## src/design/glcd_pkg.sv

```systemverilog
/*
 * Constants shared by the instrument bus listener and command decoder.
 * Assumes a single 40 MHz clock domain and an active-low bus with the
 * pin levels already inverted to active-high at the pad ring.
 */
package glcd_pkg;

	localparam logic [7:0] GLCD_GTL_C  = 8'h01;
	localparam logic [7:0] GLCD_SDC_C  = 8'h04;
	localparam logic [7:0] GLCD_DCL_C  = 8'h14;
	localparam logic [7:0] GLCD_SPE_C  = 8'h18;
	localparam logic [7:0] GLCD_SPD_C  = 8'h19;
	localparam logic [7:0] GLCD_UNL_C  = 8'h3f;
	localparam logic [7:0] GLCD_UNT_C  = 8'h5f;
	localparam logic [1:0] GLCD_LAG_C  = 2'h1;
	localparam logic [1:0] GLCD_TAG_C  = 2'h2;
	localparam logic [4:0] GLCD_ADDR_RST_C = 5'h07;
	localparam int         GLCD_RQS_BIT_C  = 6;

	typedef enum logic [1:0] {
		GLCD_HS_IDLE,
		GLCD_HS_TAKE,
		GLCD_HS_DONE
	} glcd_hs_t;

	typedef enum logic [1:0] {
		GLCD_TX_IDLE,
		GLCD_TX_WAIT,
		GLCD_TX_VALID
	} glcd_tx_t;

endpackage

```

## src/design/glcd_skid.sv

```systemverilog
/*
 * Two-entry buffer with valid and ready on both sides.
 * Assumes the filler and drainer share the clock of the instance.
 */
module glcd_skid
	import glcd_pkg::*;
#(
	parameter int WIDTH = 8
) (
	// Clock and reset.
	input  wire logic             ref_clk_i,
	input  wire logic             rst_n_i,
	// Fill side.
	input  wire logic             in_valid_i,
	output logic                  in_ready_o,
	input  wire logic [WIDTH-1:0] in_data_i,
	// Drain side.
	output logic                  out_valid_o,
	input  wire logic             out_ready_i,
	output logic [WIDTH-1:0]      out_data_o
);

	if (WIDTH < 1) begin : g_width_chk
		$error("WIDTH must be positive");
	end

	logic [WIDTH-1:0] mem_q [2];
	logic             wr_q;
	logic             rd_q;
	logic [1:0]       cnt_q;
	logic             push;
	logic             pop;

	assign in_ready_o  = (cnt_q != 2'h2);
	assign out_valid_o = (cnt_q != 2'h0);
	assign out_data_o  = mem_q[rd_q];
	assign push        = in_valid_i && in_ready_o;
	assign pop         = out_valid_o && out_ready_i;

	always_ff @(posedge ref_clk_i) begin
		if (push) begin
			mem_q[wr_q] <= in_data_i;
		end
	end

	always_ff @(posedge ref_clk_i or negedge rst_n_i) begin
		if (!rst_n_i) begin
			wr_q  <= 1'b0;
			rd_q  <= 1'b0;
			cnt_q <= 2'h0;
		end else begin
			if (push) wr_q <= ~wr_q;
			if (pop) rd_q <= ~rd_q;
			cnt_q <= cnt_q + {1'b0, push} - {1'b0, pop};
		end
	end
endmodule

```

## src/design/glcd_top.sv

```systemverilog
/*
 * Device end of the instrument bus: acceptor and source handshakes,
 * command decoder, addressing, clears, remote and serial poll.
 * Assumes bus pins already inverted to active-high at the pads and an
 * external open-collector driver for the outputs it enables.
 */
module glcd_top
	import glcd_pkg::*;
(
	// Clock and reset.
	input  wire logic       ref_clk_i,
	input  wire logic       rst_n_i,
	// Bus lines, active-high after pad inversion.
	input  wire logic [7:0] dio_i,
	output logic [7:0]      dio_o,
	output logic            dio_oe_n_o,
	input  wire logic       atn_i,
	input  wire logic       ifc_i,
	input  wire logic       ren_i,
	input  wire logic       dav_i,
	output logic            dav_o,
	output logic            dav_oe_n_o,
	input  wire logic       nrfd_i,
	output logic            nrfd_o,
	output logic            nrfd_oe_n_o,
	input  wire logic       ndac_i,
	output logic            ndac_o,
	output logic            ndac_oe_n_o,
	// Device side.
	input  wire logic [4:0] addr_i,
	input  wire logic [6:0] status_i,
	input  wire logic       srq_pend_i,
	output logic            rx_valid_o,
	input  wire logic       rx_ready_i,
	output logic [7:0]      rx_data_o,
	output logic            dev_clr_o,
	output logic            listener_o,
	output logic            talker_o,
	output logic            remote_o,
	output logic            spoll_o
);

	logic [7:0] dio_s1_q, dio_s2_q;
	logic [5:0] sync1_q, sync2_q;
	logic       atn, ifc, ren, dav, nrfd, ndac;
	logic [4:0] addr_s1_q, addr_q;
	glcd_hs_t   hs_q;
	glcd_tx_t   tx_q;
	logic [7:0] byte_q;
	logic       take;
	logic       acc_off;
	logic       is_cmd_q;
	logic       lacs_q, tacs_q, rem_q, spe_q, clr_q;
	logic       buf_ready;

	// Bus inputs cross into the clock domain through two flops.
	always_ff @(posedge ref_clk_i or negedge rst_n_i) begin
		if (!rst_n_i) begin
			dio_s1_q <= 8'h00;
			dio_s2_q <= 8'h00;
			sync1_q  <= 6'h00;
			sync2_q  <= 6'h00;
		end else begin
			dio_s1_q <= dio_i;
			dio_s2_q <= dio_s1_q;
			sync1_q  <= {atn_i, ifc_i, ren_i, dav_i, nrfd_i, ndac_i};
			sync2_q  <= sync1_q;
		end
	end
	assign {atn, ifc, ren, dav, nrfd, ndac} = sync2_q;

	// The address strap is a pin too, so it is synchronised like the
	// bus lines; a live change is seen two cycles later.
	always_ff @(posedge ref_clk_i or negedge rst_n_i) begin
		if (!rst_n_i) begin
			addr_s1_q <= GLCD_ADDR_RST_C;
			addr_q    <= GLCD_ADDR_RST_C;
		end else begin
			addr_s1_q <= addr_i;
			addr_q    <= addr_s1_q;
		end
	end

	// Acceptor: a byte is taken only when the buffer can hold it, so a
	// stalled receiver holds NRFD and nothing is lost.
	assign take = (hs_q == GLCD_HS_IDLE) && dav && buf_ready;
	// A talker still accepts every byte sent under attention, or it
	// could never be untalked; it only stands aside from data bytes.
	assign acc_off = tacs_q && !atn;
	always_ff @(posedge ref_clk_i or negedge rst_n_i) begin
		if (!rst_n_i) begin
			hs_q     <= GLCD_HS_IDLE;
			byte_q   <= 8'h00;
			is_cmd_q <= 1'b0;
		end else begin
			case (hs_q)
			GLCD_HS_IDLE: begin
				if (take && !acc_off) begin
					hs_q     <= GLCD_HS_TAKE;
					byte_q   <= dio_s2_q;
					is_cmd_q <= atn;
				end
			end
			GLCD_HS_TAKE: hs_q <= GLCD_HS_DONE;
			GLCD_HS_DONE: if (!dav) hs_q <= GLCD_HS_IDLE;
			default: hs_q <= GLCD_HS_IDLE;
			endcase
		end
	end

	logic cmd_stb, data_stb;
	assign cmd_stb  = (hs_q == GLCD_HS_TAKE) && is_cmd_q;
	assign data_stb = (hs_q == GLCD_HS_TAKE) && !is_cmd_q && lacs_q;

	// Addressing, clears, remote and serial poll.
	logic [7:0] b;
	assign b = byte_q & 8'h7f;
	always_ff @(posedge ref_clk_i or negedge rst_n_i) begin
		if (!rst_n_i) begin
			lacs_q <= 1'b0;
			tacs_q <= 1'b0;
			spe_q  <= 1'b0;
			rem_q  <= 1'b0;
			clr_q  <= 1'b0;
		end else begin
			clr_q <= 1'b0;
			if (!ren) rem_q <= 1'b0;
			if (ifc) begin
				lacs_q <= 1'b0;
				tacs_q <= 1'b0;
				spe_q  <= 1'b0;
			end else if (cmd_stb) begin
				if (b == GLCD_UNL_C) begin
					lacs_q <= 1'b0;
				end else if (b == {1'b0, GLCD_LAG_C, addr_q}) begin
					lacs_q <= 1'b1;
					if (ren) rem_q <= 1'b1;
				end else if (b == GLCD_UNT_C) begin
					tacs_q <= 1'b0;
				end else if (b == {1'b0, GLCD_TAG_C, addr_q}) begin
					tacs_q <= 1'b1;
				end else if (b[6:5] == GLCD_TAG_C) begin
					tacs_q <= 1'b0;
				end else if (b == GLCD_DCL_C) begin
					clr_q <= 1'b1;
				end else if (b == GLCD_SPE_C) begin
					spe_q <= 1'b1;
				end else if (b == GLCD_SPD_C) begin
					spe_q <= 1'b0;
				end else if (b == GLCD_SDC_C && lacs_q) begin
					clr_q <= 1'b1;
				end else if (b == GLCD_GTL_C && lacs_q) begin
					rem_q <= 1'b0;
				end
			end
		end
	end

	// Acceptor pin drive: NRFD while not idle or buffer full, NDAC
	// until the byte is latched. A talker with attention released lets
	// both lines go.
	assign nrfd_o      = 1'b1;
	assign nrfd_oe_n_o = acc_off ? 1'b1 :
		!((hs_q != GLCD_HS_IDLE) || !buf_ready);
	assign ndac_o      = 1'b1;
	assign ndac_oe_n_o = acc_off ? 1'b1 :
		!((hs_q == GLCD_HS_IDLE) && !take);

	glcd_skid #(
		.WIDTH(8)
	) u_buf (
		.ref_clk_i  (ref_clk_i),
		.rst_n_i    (rst_n_i),
		.in_valid_i (data_stb),
		.in_ready_o (buf_ready),
		.in_data_i  (byte_q),
		.out_valid_o(rx_valid_o),
		.out_ready_i(rx_ready_i),
		.out_data_o (rx_data_o)
	);

	// Source: only the serial poll status byte is sent from here.
	logic [7:0] stb_q;
	always_ff @(posedge ref_clk_i or negedge rst_n_i) begin
		if (!rst_n_i) begin
			tx_q  <= GLCD_TX_IDLE;
			stb_q <= 8'h00;
		end else begin
			case (tx_q)
			GLCD_TX_IDLE: begin
				if (tacs_q && spe_q && !atn) begin
					stb_q <= {1'b0, status_i};
					stb_q[GLCD_RQS_BIT_C] <= srq_pend_i;
					tx_q  <= GLCD_TX_WAIT;
				end
			end
			GLCD_TX_WAIT: begin
				if (atn || !tacs_q) tx_q <= GLCD_TX_IDLE;
				else if (!nrfd) tx_q <= GLCD_TX_VALID;
			end
			GLCD_TX_VALID: begin
				if (!ndac || atn || !tacs_q) tx_q <= GLCD_TX_IDLE;
			end
			default: tx_q <= GLCD_TX_IDLE;
			endcase
		end
	end

	assign dio_o      = stb_q;
	assign dio_oe_n_o = !(tx_q != GLCD_TX_IDLE);
	assign dav_o      = 1'b1;
	assign dav_oe_n_o = !(tx_q == GLCD_TX_VALID);
	assign dev_clr_o  = clr_q;
	assign listener_o = lacs_q;
	assign talker_o   = tacs_q;
	assign remote_o   = rem_q;
	assign spoll_o    = spe_q;
endmodule

```

## config.mk

```make
export PLATFORM = sky130hd
export DESIGN_NAME = glcd_top
export DESIGN_NICKNAME = d
export VERILOG_FILES = /design/src/design/glcd_pkg.sv /design/src/design/glcd_skid.sv /design/src/design/glcd_top.sv
export SDC_FILE = /design/constraint.sdc
export NUM_CORES = 1
export LEC_CHECK = 0
export ABC_CLOCK_PERIOD_IN_PS = 1700
export CORE_ASPECT_RATIO = 2
export CORE_MARGIN = 5
export CORE_UTILIZATION = 55
export CTS_CLUSTER_SIZE = 14
export DETAILED_ROUTE_END_ITERATION = 12
export DONT_BUFFER_PORTS = 1
export GPL_ROUTABILITY_DRIVEN = 0
export PLACE_DENSITY = 0.74
export SLEW_MARGIN = 20
export SYNTH_ARGS = -nofsm -noshare
export SYNTH_HDL_FRONTEND = slang
export SYNTH_SLANG_ARGS = --single-unit
```

## constraint.sdc

```tcl
create_clock -name ref_clk_i -period 1.7 [get_ports ref_clk_i]
set_input_delay 0.17 -clock ref_clk_i [delete_from_list [all_inputs] [get_ports ref_clk_i]]
set_output_delay 0.17 -clock ref_clk_i [all_outputs]
set_load 0.005 [all_outputs]
```

* Yosys cells after proc, flatten, opt, wreduce, memory -nomap -nowiden
Memories as Yosys holds them, arrays and structs flattened. Cells that the tools add are included.
Storage, ports and cells: input bits 30, memory bits (writable) 16, memory bits (read-only) 0, logic and storage cells 153, memories 1, register bits 67, latch bits 0, output and inout bits 29
Memory list:
- u_buf.mem_q | words 2, width 8, read ports 1, clocked after Yosys merged registers in 0, wr ports 1, RTL line glcd_skid.sv:27 | logic [WIDTH-1:0] mem_q [2];
Cells by class: shifts and indexed selects 0, $mul 0, div/mod/pow operators 0, reductions and logical operators 45, $lt $le $gt $ge 0, mux-type cells 58, $add $sub $neg 2, equality and inequality tests 26, bitwise operators 2
Operators by type and width (number):
- 2-to-1 mux 1 bit | 50
- == test 7 x 5 -> 1 bit, second input constant | 3
- != test 2 bit, second input constant | 10
- logical AND 1 bit | 14
- 2-to-1 mux 2 bit | 6
- one-hot mux 2 bit (3 select lines) | 2
- zero test 1 bit | 11
- AND reduction 2 bit | 4
- AND reduction 8 bit | 1
- nonzero test 2 bit | 4
- == test 7 x 1 -> 1 bit, second input constant | 1
- == test 7 x 3 -> 1 bit, second input constant | 1
- == test 7 x 6 -> 1 bit | 1
- == test 7 x 6 -> 1 bit, second input constant | 1
- == test 7 bit | 1
- == test 7 bit, second input constant | 1
- == test 2 bit, second input constant | 3
- nonzero test 3 bit | 2
- == test 2 x 1 -> 1 bit, second input constant | 2
- zero test 2 bit | 2
- logical OR 1 bit | 4
- AND reduction 4 bit | 1
- nonzero test 4 bit | 1
- != test 3 bit, second input constant | 1
- 5 further kinds | 6

* Depth between registers and ports, before layout
Gate-level depths: netlist of the first run.
depth in word-level cells 14, mapped depth 7, depth with buffers taken out 7

* Hierarchy
Synthesis of the first run repeated with hierarchy kept, for this count alone.
Second synthesis, totals: cell total of the unflattened synthesis 185, area total of the unflattened synthesis 2955.3 µm²
Modules (own cells, without submodules):
- glcd_top | seq. area each 1584.0 µm², instances 1, area each 2180.8 µm², cells an instance 143
- glcd_skid | seq. area each 580.6 µm², instances 1, area each 774.5 µm², cells an instance 42

* Worst setup path after synthesis of the first run
No wires, ideal clock.
path kind register to register, from register u_buf.cnt_q[1], to register u_buf.cnt_q[1], buffers on the path 0, slack 0.000 ns, stages on the path, launching flop included 8, clock period less this slack 1.700 ns, setup time 0.123 ns, data required time 1.577 ns, arrival time 1.577 ns, cell sequence dfrtp_1 -> or2_2 -> and2_1 -> ha_1 -> inv_1 -> ha_1 -> xnor2_1 -> xnor2_1
Between the ends: elaborated cells between the ends (all ways) 6, classes of those cells add/sub (2); eq/ne (1); reduce/logical (3)
RTL lines:
- start, declared | RTL line glcd_skid.sv:30 | logic [1:0] cnt_q;
- start signal, assigned | RTL line glcd_skid.sv:54 | cnt_q <= cnt_q + {1'b0, push} - {1'b0, pop};
- nonzero test 2 bit | RTL line glcd_skid.sv:35 | assign out_valid_o = (cnt_q != 2'h0);
- via rx_valid_o | RTL line glcd_top.sv:33 | output logic rx_valid_o,
- logical AND 1 bit | RTL line glcd_skid.sv:38 | assign pop = out_valid_o && out_ready_i;
- via u_buf.pop | RTL line glcd_skid.sv:32 | logic pop;
- subtractor 2 x 1 -> 2 bit | RTL line glcd_skid.sv:54
The timed path passes the listed nets, and every way through them passes these cells. A chain may end at the register's enable or synchronous reset.

* Final worst setup path of the first run
from register u_buf.cnt_q[0], to register u_buf.cnt_q[1]
Between the ends: elaborated cells between the ends (all ways) 6, classes of those cells add/sub (2); eq/ne (1); reduce/logical (3)
RTL lines (RTL line):
- nonzero test 2 bit | glcd_skid.sv:35
- logical AND 1 bit | glcd_skid.sv:38
- via u_buf.pop | glcd_skid.sv:32
- subtractor 2 x 1 -> 2 bit | glcd_skid.sv:54
The timed path passes the listed nets, and every way through them passes these cells.

==> qor.yml, run 1 <==
clock_tree:
  cts_tree: "built"
  ctsRootBufferMaster: "clkbuf_8"
  h-tree-depth: 3
  path_clk_slew_ns: 0.08
  clock_sinks: 83
  post-cts-setup-buffer-count: 0
  numCtsBuffers: 9
  cts_max_path_buffers: 2
  clk_latency_ns: 0.35
routing:
  drt_first_pass_iters: 4
  post_drt_wl_per_cell_um: 17.49
  routed_via_density: 5.331
  postRouteAntennaNets: 0
  drt-initial-drc-count: 30
  wl_mm: 5.177
  drc_errors: 0
  via_count: 1578
layout:
  regArea_mm2: 0.002165
  layout-drive-gt1-share_pct: 27.54
  areaGrowthSynthToFinish_pct: 20.60
  nFillCells: 394
  diodes: 0
  multi_input_area_um2: 784.5
  nets: 263
  final_cell_area_mm2: 0.003618
global_route:
  grt_util_all_layers_pct: 15.81
  grt_pass1_vias: 1810
  antenna_found_initial: 0
  grt_max_degree: 68
  grt_first_pass_wirelength_mm: 8.631
  grt-ovfl-total: 0
synth:
  yosysMostFrequentCell: "dfrtp_1"
  netlist_area_mm2: 0.003000
  synth_ff_type: "dfrtp_1"
  synth.top_cell.area_share_pct: 50.88
  ys_ff_latch: 83
  synthCells: 187
  ys_seq_area_share_pct: 72.14
  synthArstFlopShare_pct: 80.72
  netlist_top_cells_count: "61 x dfrtp_1, 16 x edfxtp_1, 13 x mux2_2"
  synthTopCellsByArea: "dfrtp_1 51%, edfxtp_1 16%, dfstp_2 5.3%"
  ys.warnings.count: 0
  synth_edf_count: 16
  yosysUniqueCellTypes: 42
  synth_top_area_cell: "dfrtp_1"
  postSynthAreaPerCell_um2: 16.04
sta:
  finalCritPeriodShare_pct: 96.75
  rsz0062_at_grt: "no"
  timing.final.ws_setup_ns: 0.05528
  hold_viol_final: 0
  drv_slew: 0
  min_period_ns: 1.645
  report.final.setup_viol: 0
  fmax_ghz: 0.6080
  finClkSkew_ns: 0.008344
place:
  hpwl_mm: 3.551
  pre_cts_ws_ns: -0.03916
  dpl_cell_area_mm2: 0.003105
  port_buffers: 0
flow_run:
  maxCapViolations: 0
floorplan:
  chipHeight_um: 114.5
  die_w_um: 62.23
  coreArea_mm2: 0.005373
  rows: 38
  ioPinCount: 59
  initial_utilization_pct: 55.85
  die-area_mm2: 0.007122
worst_setup_path:
  critPathRequiredTime_ns: 1.94
  end_kind: "flip-flop"
  reg2regPathDepth: 7
  worstPathArrival_ns: 1.88
  cp_max_fo: 2
  r2r-start: "u_buf.cnt_q[0]$_DFF_PN0_"
  critical_path_class: "reg -> reg"
  start_kind: "flip-flop"
  crit_start: "u_buf.cnt_q[0]$_DFF_PN0_"
worst_hold_path:
  hold_start: "rx_ready_i"
  min_path_cells: 3
  hp-class: "in -> reg"
pwr:
  ir_drop_mv: 1.078
  power.leakage_nw: 1.582
  powerDensity_mw_per_mm2: 1388
run_status:
  status: "finished clean"
flip-flops by register name, summed over array words and instances (netlist names), 2 cells and up:
| register | count |
|---|---|
| u_buf.mem_q | 16 |
| byte_q | 8 |
| dio_s1_q | 8 |
| dio_s2_q | 8 |
| dio_o | 7 |
| sync1_q | 6 |
| sync2_q | 6 |
| addr_q | 5 |
| addr_s1_q | 5 |
| hs_q | 2 |
| tx_q | 2 |
| u_buf.cnt_q | 2 |
worst paths after layout:
path | to | slack (ns)
max in group asynchronous | addr_q[2]$_DFF_PN1_ | 1.03
worst max register to register | u_buf.cnt_q[1]$_DFF_PN0_ | 0.06
worst min register to register | sync2_q[3]$_DFF_PN0_ | 0.35
worst max-delay path | u_buf.cnt_q[1]$_DFF_PN0_ | 0.06
worst min-delay path | u_buf.rd_q$_DFFE_PN0P_ | 0.12
min in group asynchronous | tx_q[1]$_DFFE_PN0P_ | 0.34
critical path, cell delays in order (launching register included):
cell and delay (ns):
dfrtp_1 0.38, or2_4 0.25, and2_4 0.16, ha_1 0.27
inv_1 0.04, ha_2 0.18, xnor2_2 0.13, xnor2_1 0.12
per-layer routing:
layer  GRT usage [%]  share of wire, %  up-vias
met5               0                 0        -
met4           7.959               2.4        0
met3           5.599               6.4       11
met2           28.39                58       56
met1           15.68                33      785
li1                -                 -      726
what timing repair did:
item	CTS	global route
endpoints found under the setup margin	1	6
pin swaps	2	2
resized for setup	2	3
hold endpoints to repair	93	67
hold buffers	26	2
through the flow:
stage | setup TNS [ns] | std cells | util, % | hold WS (ns) | power, mW
final | 0 | 296 | 67.35 | 0.1237 | 5.024
after global routing | 0 | 296 | 67.35 | 0.1181 | 5.297
after CTS | 0 | 294 | 66.44 | -0.5111 | 5.024
after detailed placement | -0.03916 | 252 | 57.80 | -0.1238 | 3.574
after global placement | 0 | 252 | 57.80 | -0.1239 | 3.503
after floorplan | 0 | 189 | - | -0.1256 | 3.263
logic make-up (layout without fill, tap and decap cells):
kind of cell / Yosys count / count (layout) / synth area share (%)
AOI/OAI and AO/OA: 10 / 10 / 2.836
xor gates and xnor gates: 9 / 9 / 2.627
adders and majority gates: 2 / 2 / 0.8339
buffers and inverters: 14 / 61 / 2.502
DFF: 83 / 83 / 72.14
muxes: 25 / 25 / 10.30
other: 2 / 4 / 0.2503
and+or+nand+nor: 42 / 42 / 8.508
power by group:
group          total [mW]  internal (mW)  switching, mW  leakage (nW)
clock network        1.38          0.686          0.699         0.100
registers            2.57           2.31          0.254         0.941
logic                1.07          0.606          0.466         0.541
total                5.02           3.60           1.42          1.58
final cells by class:
class                      instances  share of cell area, %
multi-input combinational         92                  21.68
clock buffer                       9                  3.423
sequential                        83                  59.82
timing repair buffer              37                  10.10
clock inverter                     7                  2.075
tap                               60                  2.075
inverter                           8                 0.8299
cell usage in the layout, fill, tap and decap left out, drive strengths merged, types with 3 or more instances in the layout:
| cell type | netlist | layout |
|---|---|---|
| nor3 | 3 | 3 |
| dfrtp | 61 | 61 |
| clkbuf | 1 | 9 |
| nor2 | 12 | 12 |
| mux2 | 23 | 23 |
| nand4b | 3 | 3 |
| nand2 | 7 | 7 |
| nand2b | 3 | 3 |
| clkinv | 0 | 3 |
| xor2 | 6 | 6 |
| dfstp | 6 | 6 |
| edfxtp | 16 | 16 |
| xnor2 | 3 | 3 |
| conb | 2 | 4 |
| inv | 8 | 10 |
| dlygate4sd3 | 0 | 27 |
| nand3 | 4 | 4 |
| buf | 5 | 10 |
No activity file was read; power rests on OpenSTA's default activity.
==> run 2: changes to the inputs <==
- GPL_TIMING_DRIVEN: not set -> 0
- PLACE_DENSITY: 0.74 -> not set
- PLACE_DENSITY_LB_ADDON: not set -> 0.25
==> run 2 against run 1 <==
  * Combinational power down 11%
  * Utilization up 0.14 points
  * Wire length down 1.5%
  * Cell count down 0.68%
  * Largest cell class unchanged
  * Largest power group unchanged
  * Sequential cell count unchanged
  * Setup slack worse by 0.012 ns
  * Global-route usage up 0.15 points
  * Count of clock-buffer cells in the layout up 1
  * Sequential power up 3%
  * Worst hold slack worse by 0.088 ns
  * Via count up 2.0%
==> qor.yml, run 2 (synthesis results as in run 1) <==
worst_setup_path:
  cp_max_fo: 2
  end_kind: "flip-flop"
  worstPathArrival_ns: 1.89
  max_stage_delay_ns: 0.39
  path_delay_family: "adder cells"
  critPathBufInv: 1
  critical_path_class: "reg -> reg"
  critPathRequiredTime_ns: 1.93
  start_kind: "flip-flop"
  crit_path_cell_trace: "or2_4 > and2_4 > ha_1 > inv_1 > ha_2 > xnor2_2 > xnor2_1"
  cp_slowest_cell: "dfrtp_1"
pwr:
  p_int_mw: 3.606
  clock_power_share_pct: 28.5
  power.leakage_nw: 1.580
  combPwrFrac_pct: 19.0
  ir_drop_mv: 1.108
  power.share.switching_pct: 28.27
  power.switching_mw: 1.422
  power.share.sequential_pct: 52.5
  powerDensity_mw_per_mm2: 1387
place:
  port_buffers: 0
  dpl_cell_area_mm2: 0.003083
  pre_cts_ws_ns: -0.1226
  hpwl_mm: 3.425
global_route:
  grt-ovfl-total: 0
  antenna_found_initial: 0
  grt_pass1_vias: 1808
  grt_first_pass_wirelength_mm: 8.735
  grt_util_all_layers_pct: 15.97
  grt_max_degree: 68
sta:
  finalCritPeriodShare_pct: 97.45
  finClkSkew_ns: 0.009404
  min_period_ns: 1.657
  rsz0062_at_grt: "yes"
  tns_ns: 0
  drv_slew: 0
  fmax_ghz: 0.6036
  hold_viol_final: 0
  timing.final.ws_setup_ns: 0.04340
  report.final.setup_viol: 0
layout:
  layout-drive-gt1-share_pct: 27.35
  diodes: 0
  nets: 261
  top_register: "u_buf.mem_q"
  areaGrowthSynthToFinish_pct: 20.85
  layout_commonest_cell: "dfrtp_1"
  final_cell_area_mm2: 0.003626
  largest_reg_flops: 16
  final_cell_mix: "61 x dfrtp_1, 27 x dlygate4sd3_1, 16 x edfxtp_1"
routing:
  post_drt_wl_per_cell_um: 17.34
  drc_errors: 0
  postRouteAntennaNets: 0
  routed_via_density: 5.473
  wl_mm: 5.097
  via_count: 1609
  drt-initial-drc-count: 69
  drt_first_pass_iters: 4
run_status:
  status: "finished clean"
clock_tree:
  cts_max_path_buffers: 2
  path_clk_slew_ns: 0.08
  h-tree-depth: 3
  ctsRootBufferMaster: "clkbuf_8"
  numCtsBuffers: 9
  cts_tree: "built"
  clk_latency_ns: 0.35
  clock_sinks: 83
floorplan:
  rows: 38
  coreArea_mm2: 0.005373
  ioPinCount: 59
  die_w_um: 62.23
  chipHeight_um: 114.5
  initial_utilization_pct: 55.85
  die-area_mm2: 0.007122
worst_hold_path:
  hp-class: "in -> reg"
flow_run:
  maxCapViolations: 0
[run 2: cell type report]
type	instances	area (um2)
Timing Repair Buffer	30	312.8
Multi-Input combinational cell	92	793.3
Fill cell	369	1747
Sequential cell	83	2165
Buffer	5	41.29
Clock buffer	10	137.6
Inverter	8	30.03
Clock inverter	6	71.32
Tap cell	60	75.07
[run 2: per-layer routing]
metal | up-vias | track usage [%] | wire length, um
met5 | - | 0 | 0
met2 | 74 | 27.35 | 2857
met4 | 0 | 7.670 | 106
met3 | 11 | 7.564 | 482
li1 | 721 | - | -
met1 | 803 | 15.98 | 1651
[run 2: path summary, 6_finish.rpt]
kind	from	end	slack [ns]	depth (start not counted)
min	rx_ready_i	u_buf.rd_q$_DFFE_PN0P_	0.04	2
max	u_buf.cnt_q[0]$_DFF_PN0_	u_buf.cnt_q[1]$_DFF_PN0_	0.04	7
max in group asynchronous	rst_n_i	addr_s1_q[2]$_DFF_PN1_	1.05	2
max reg2reg	u_buf.cnt_q[0]$_DFF_PN0_	u_buf.cnt_q[1]$_DFF_PN0_	0.04	7
min reg2reg	dio_s1_q[1]$_DFF_PN0_	dio_s2_q[1]$_DFF_PN0_	0.35	0
min in group asynchronous	rst_n_i	sync1_q[2]$_DFF_PN0_	0.34	2
[run 2: timing repair]
item	4_1_cts	5_1_grt
hold buffers	26	2
buffers inserted	2	0
gates resized for setup	5	3
endpoints found under the setup margin	17	17
pin swaps	2	2
endpoints found under the hold margin	93	67
[run 2: metrics by stage]
step                total power, mW  utilization [%]  hold slack, ns  std cells
CTS                           5.032            66.60         -0.5166        293
global route                  5.300            67.49        0.009681        294
finish                        5.028            67.49         0.03582        294
floorplan                     3.263                -         -0.1256        189
detailed placement            3.497            57.38         -0.1238        249
global placement              3.428            57.38         -0.1239        249
[run 2: power by group through the flow]
stage,logic (mW),registers (mW),clock network [mW]
2_1_floorplan,0.730,2.53,0
3_3_place_gp,0.810,2.62,0
3_5_place_dp,0.851,2.65,0
4_1_cts,0.967,2.60,1.47
5_1_grt,1.06,2.68,1.57
6_report,0.954,2.64,1.44
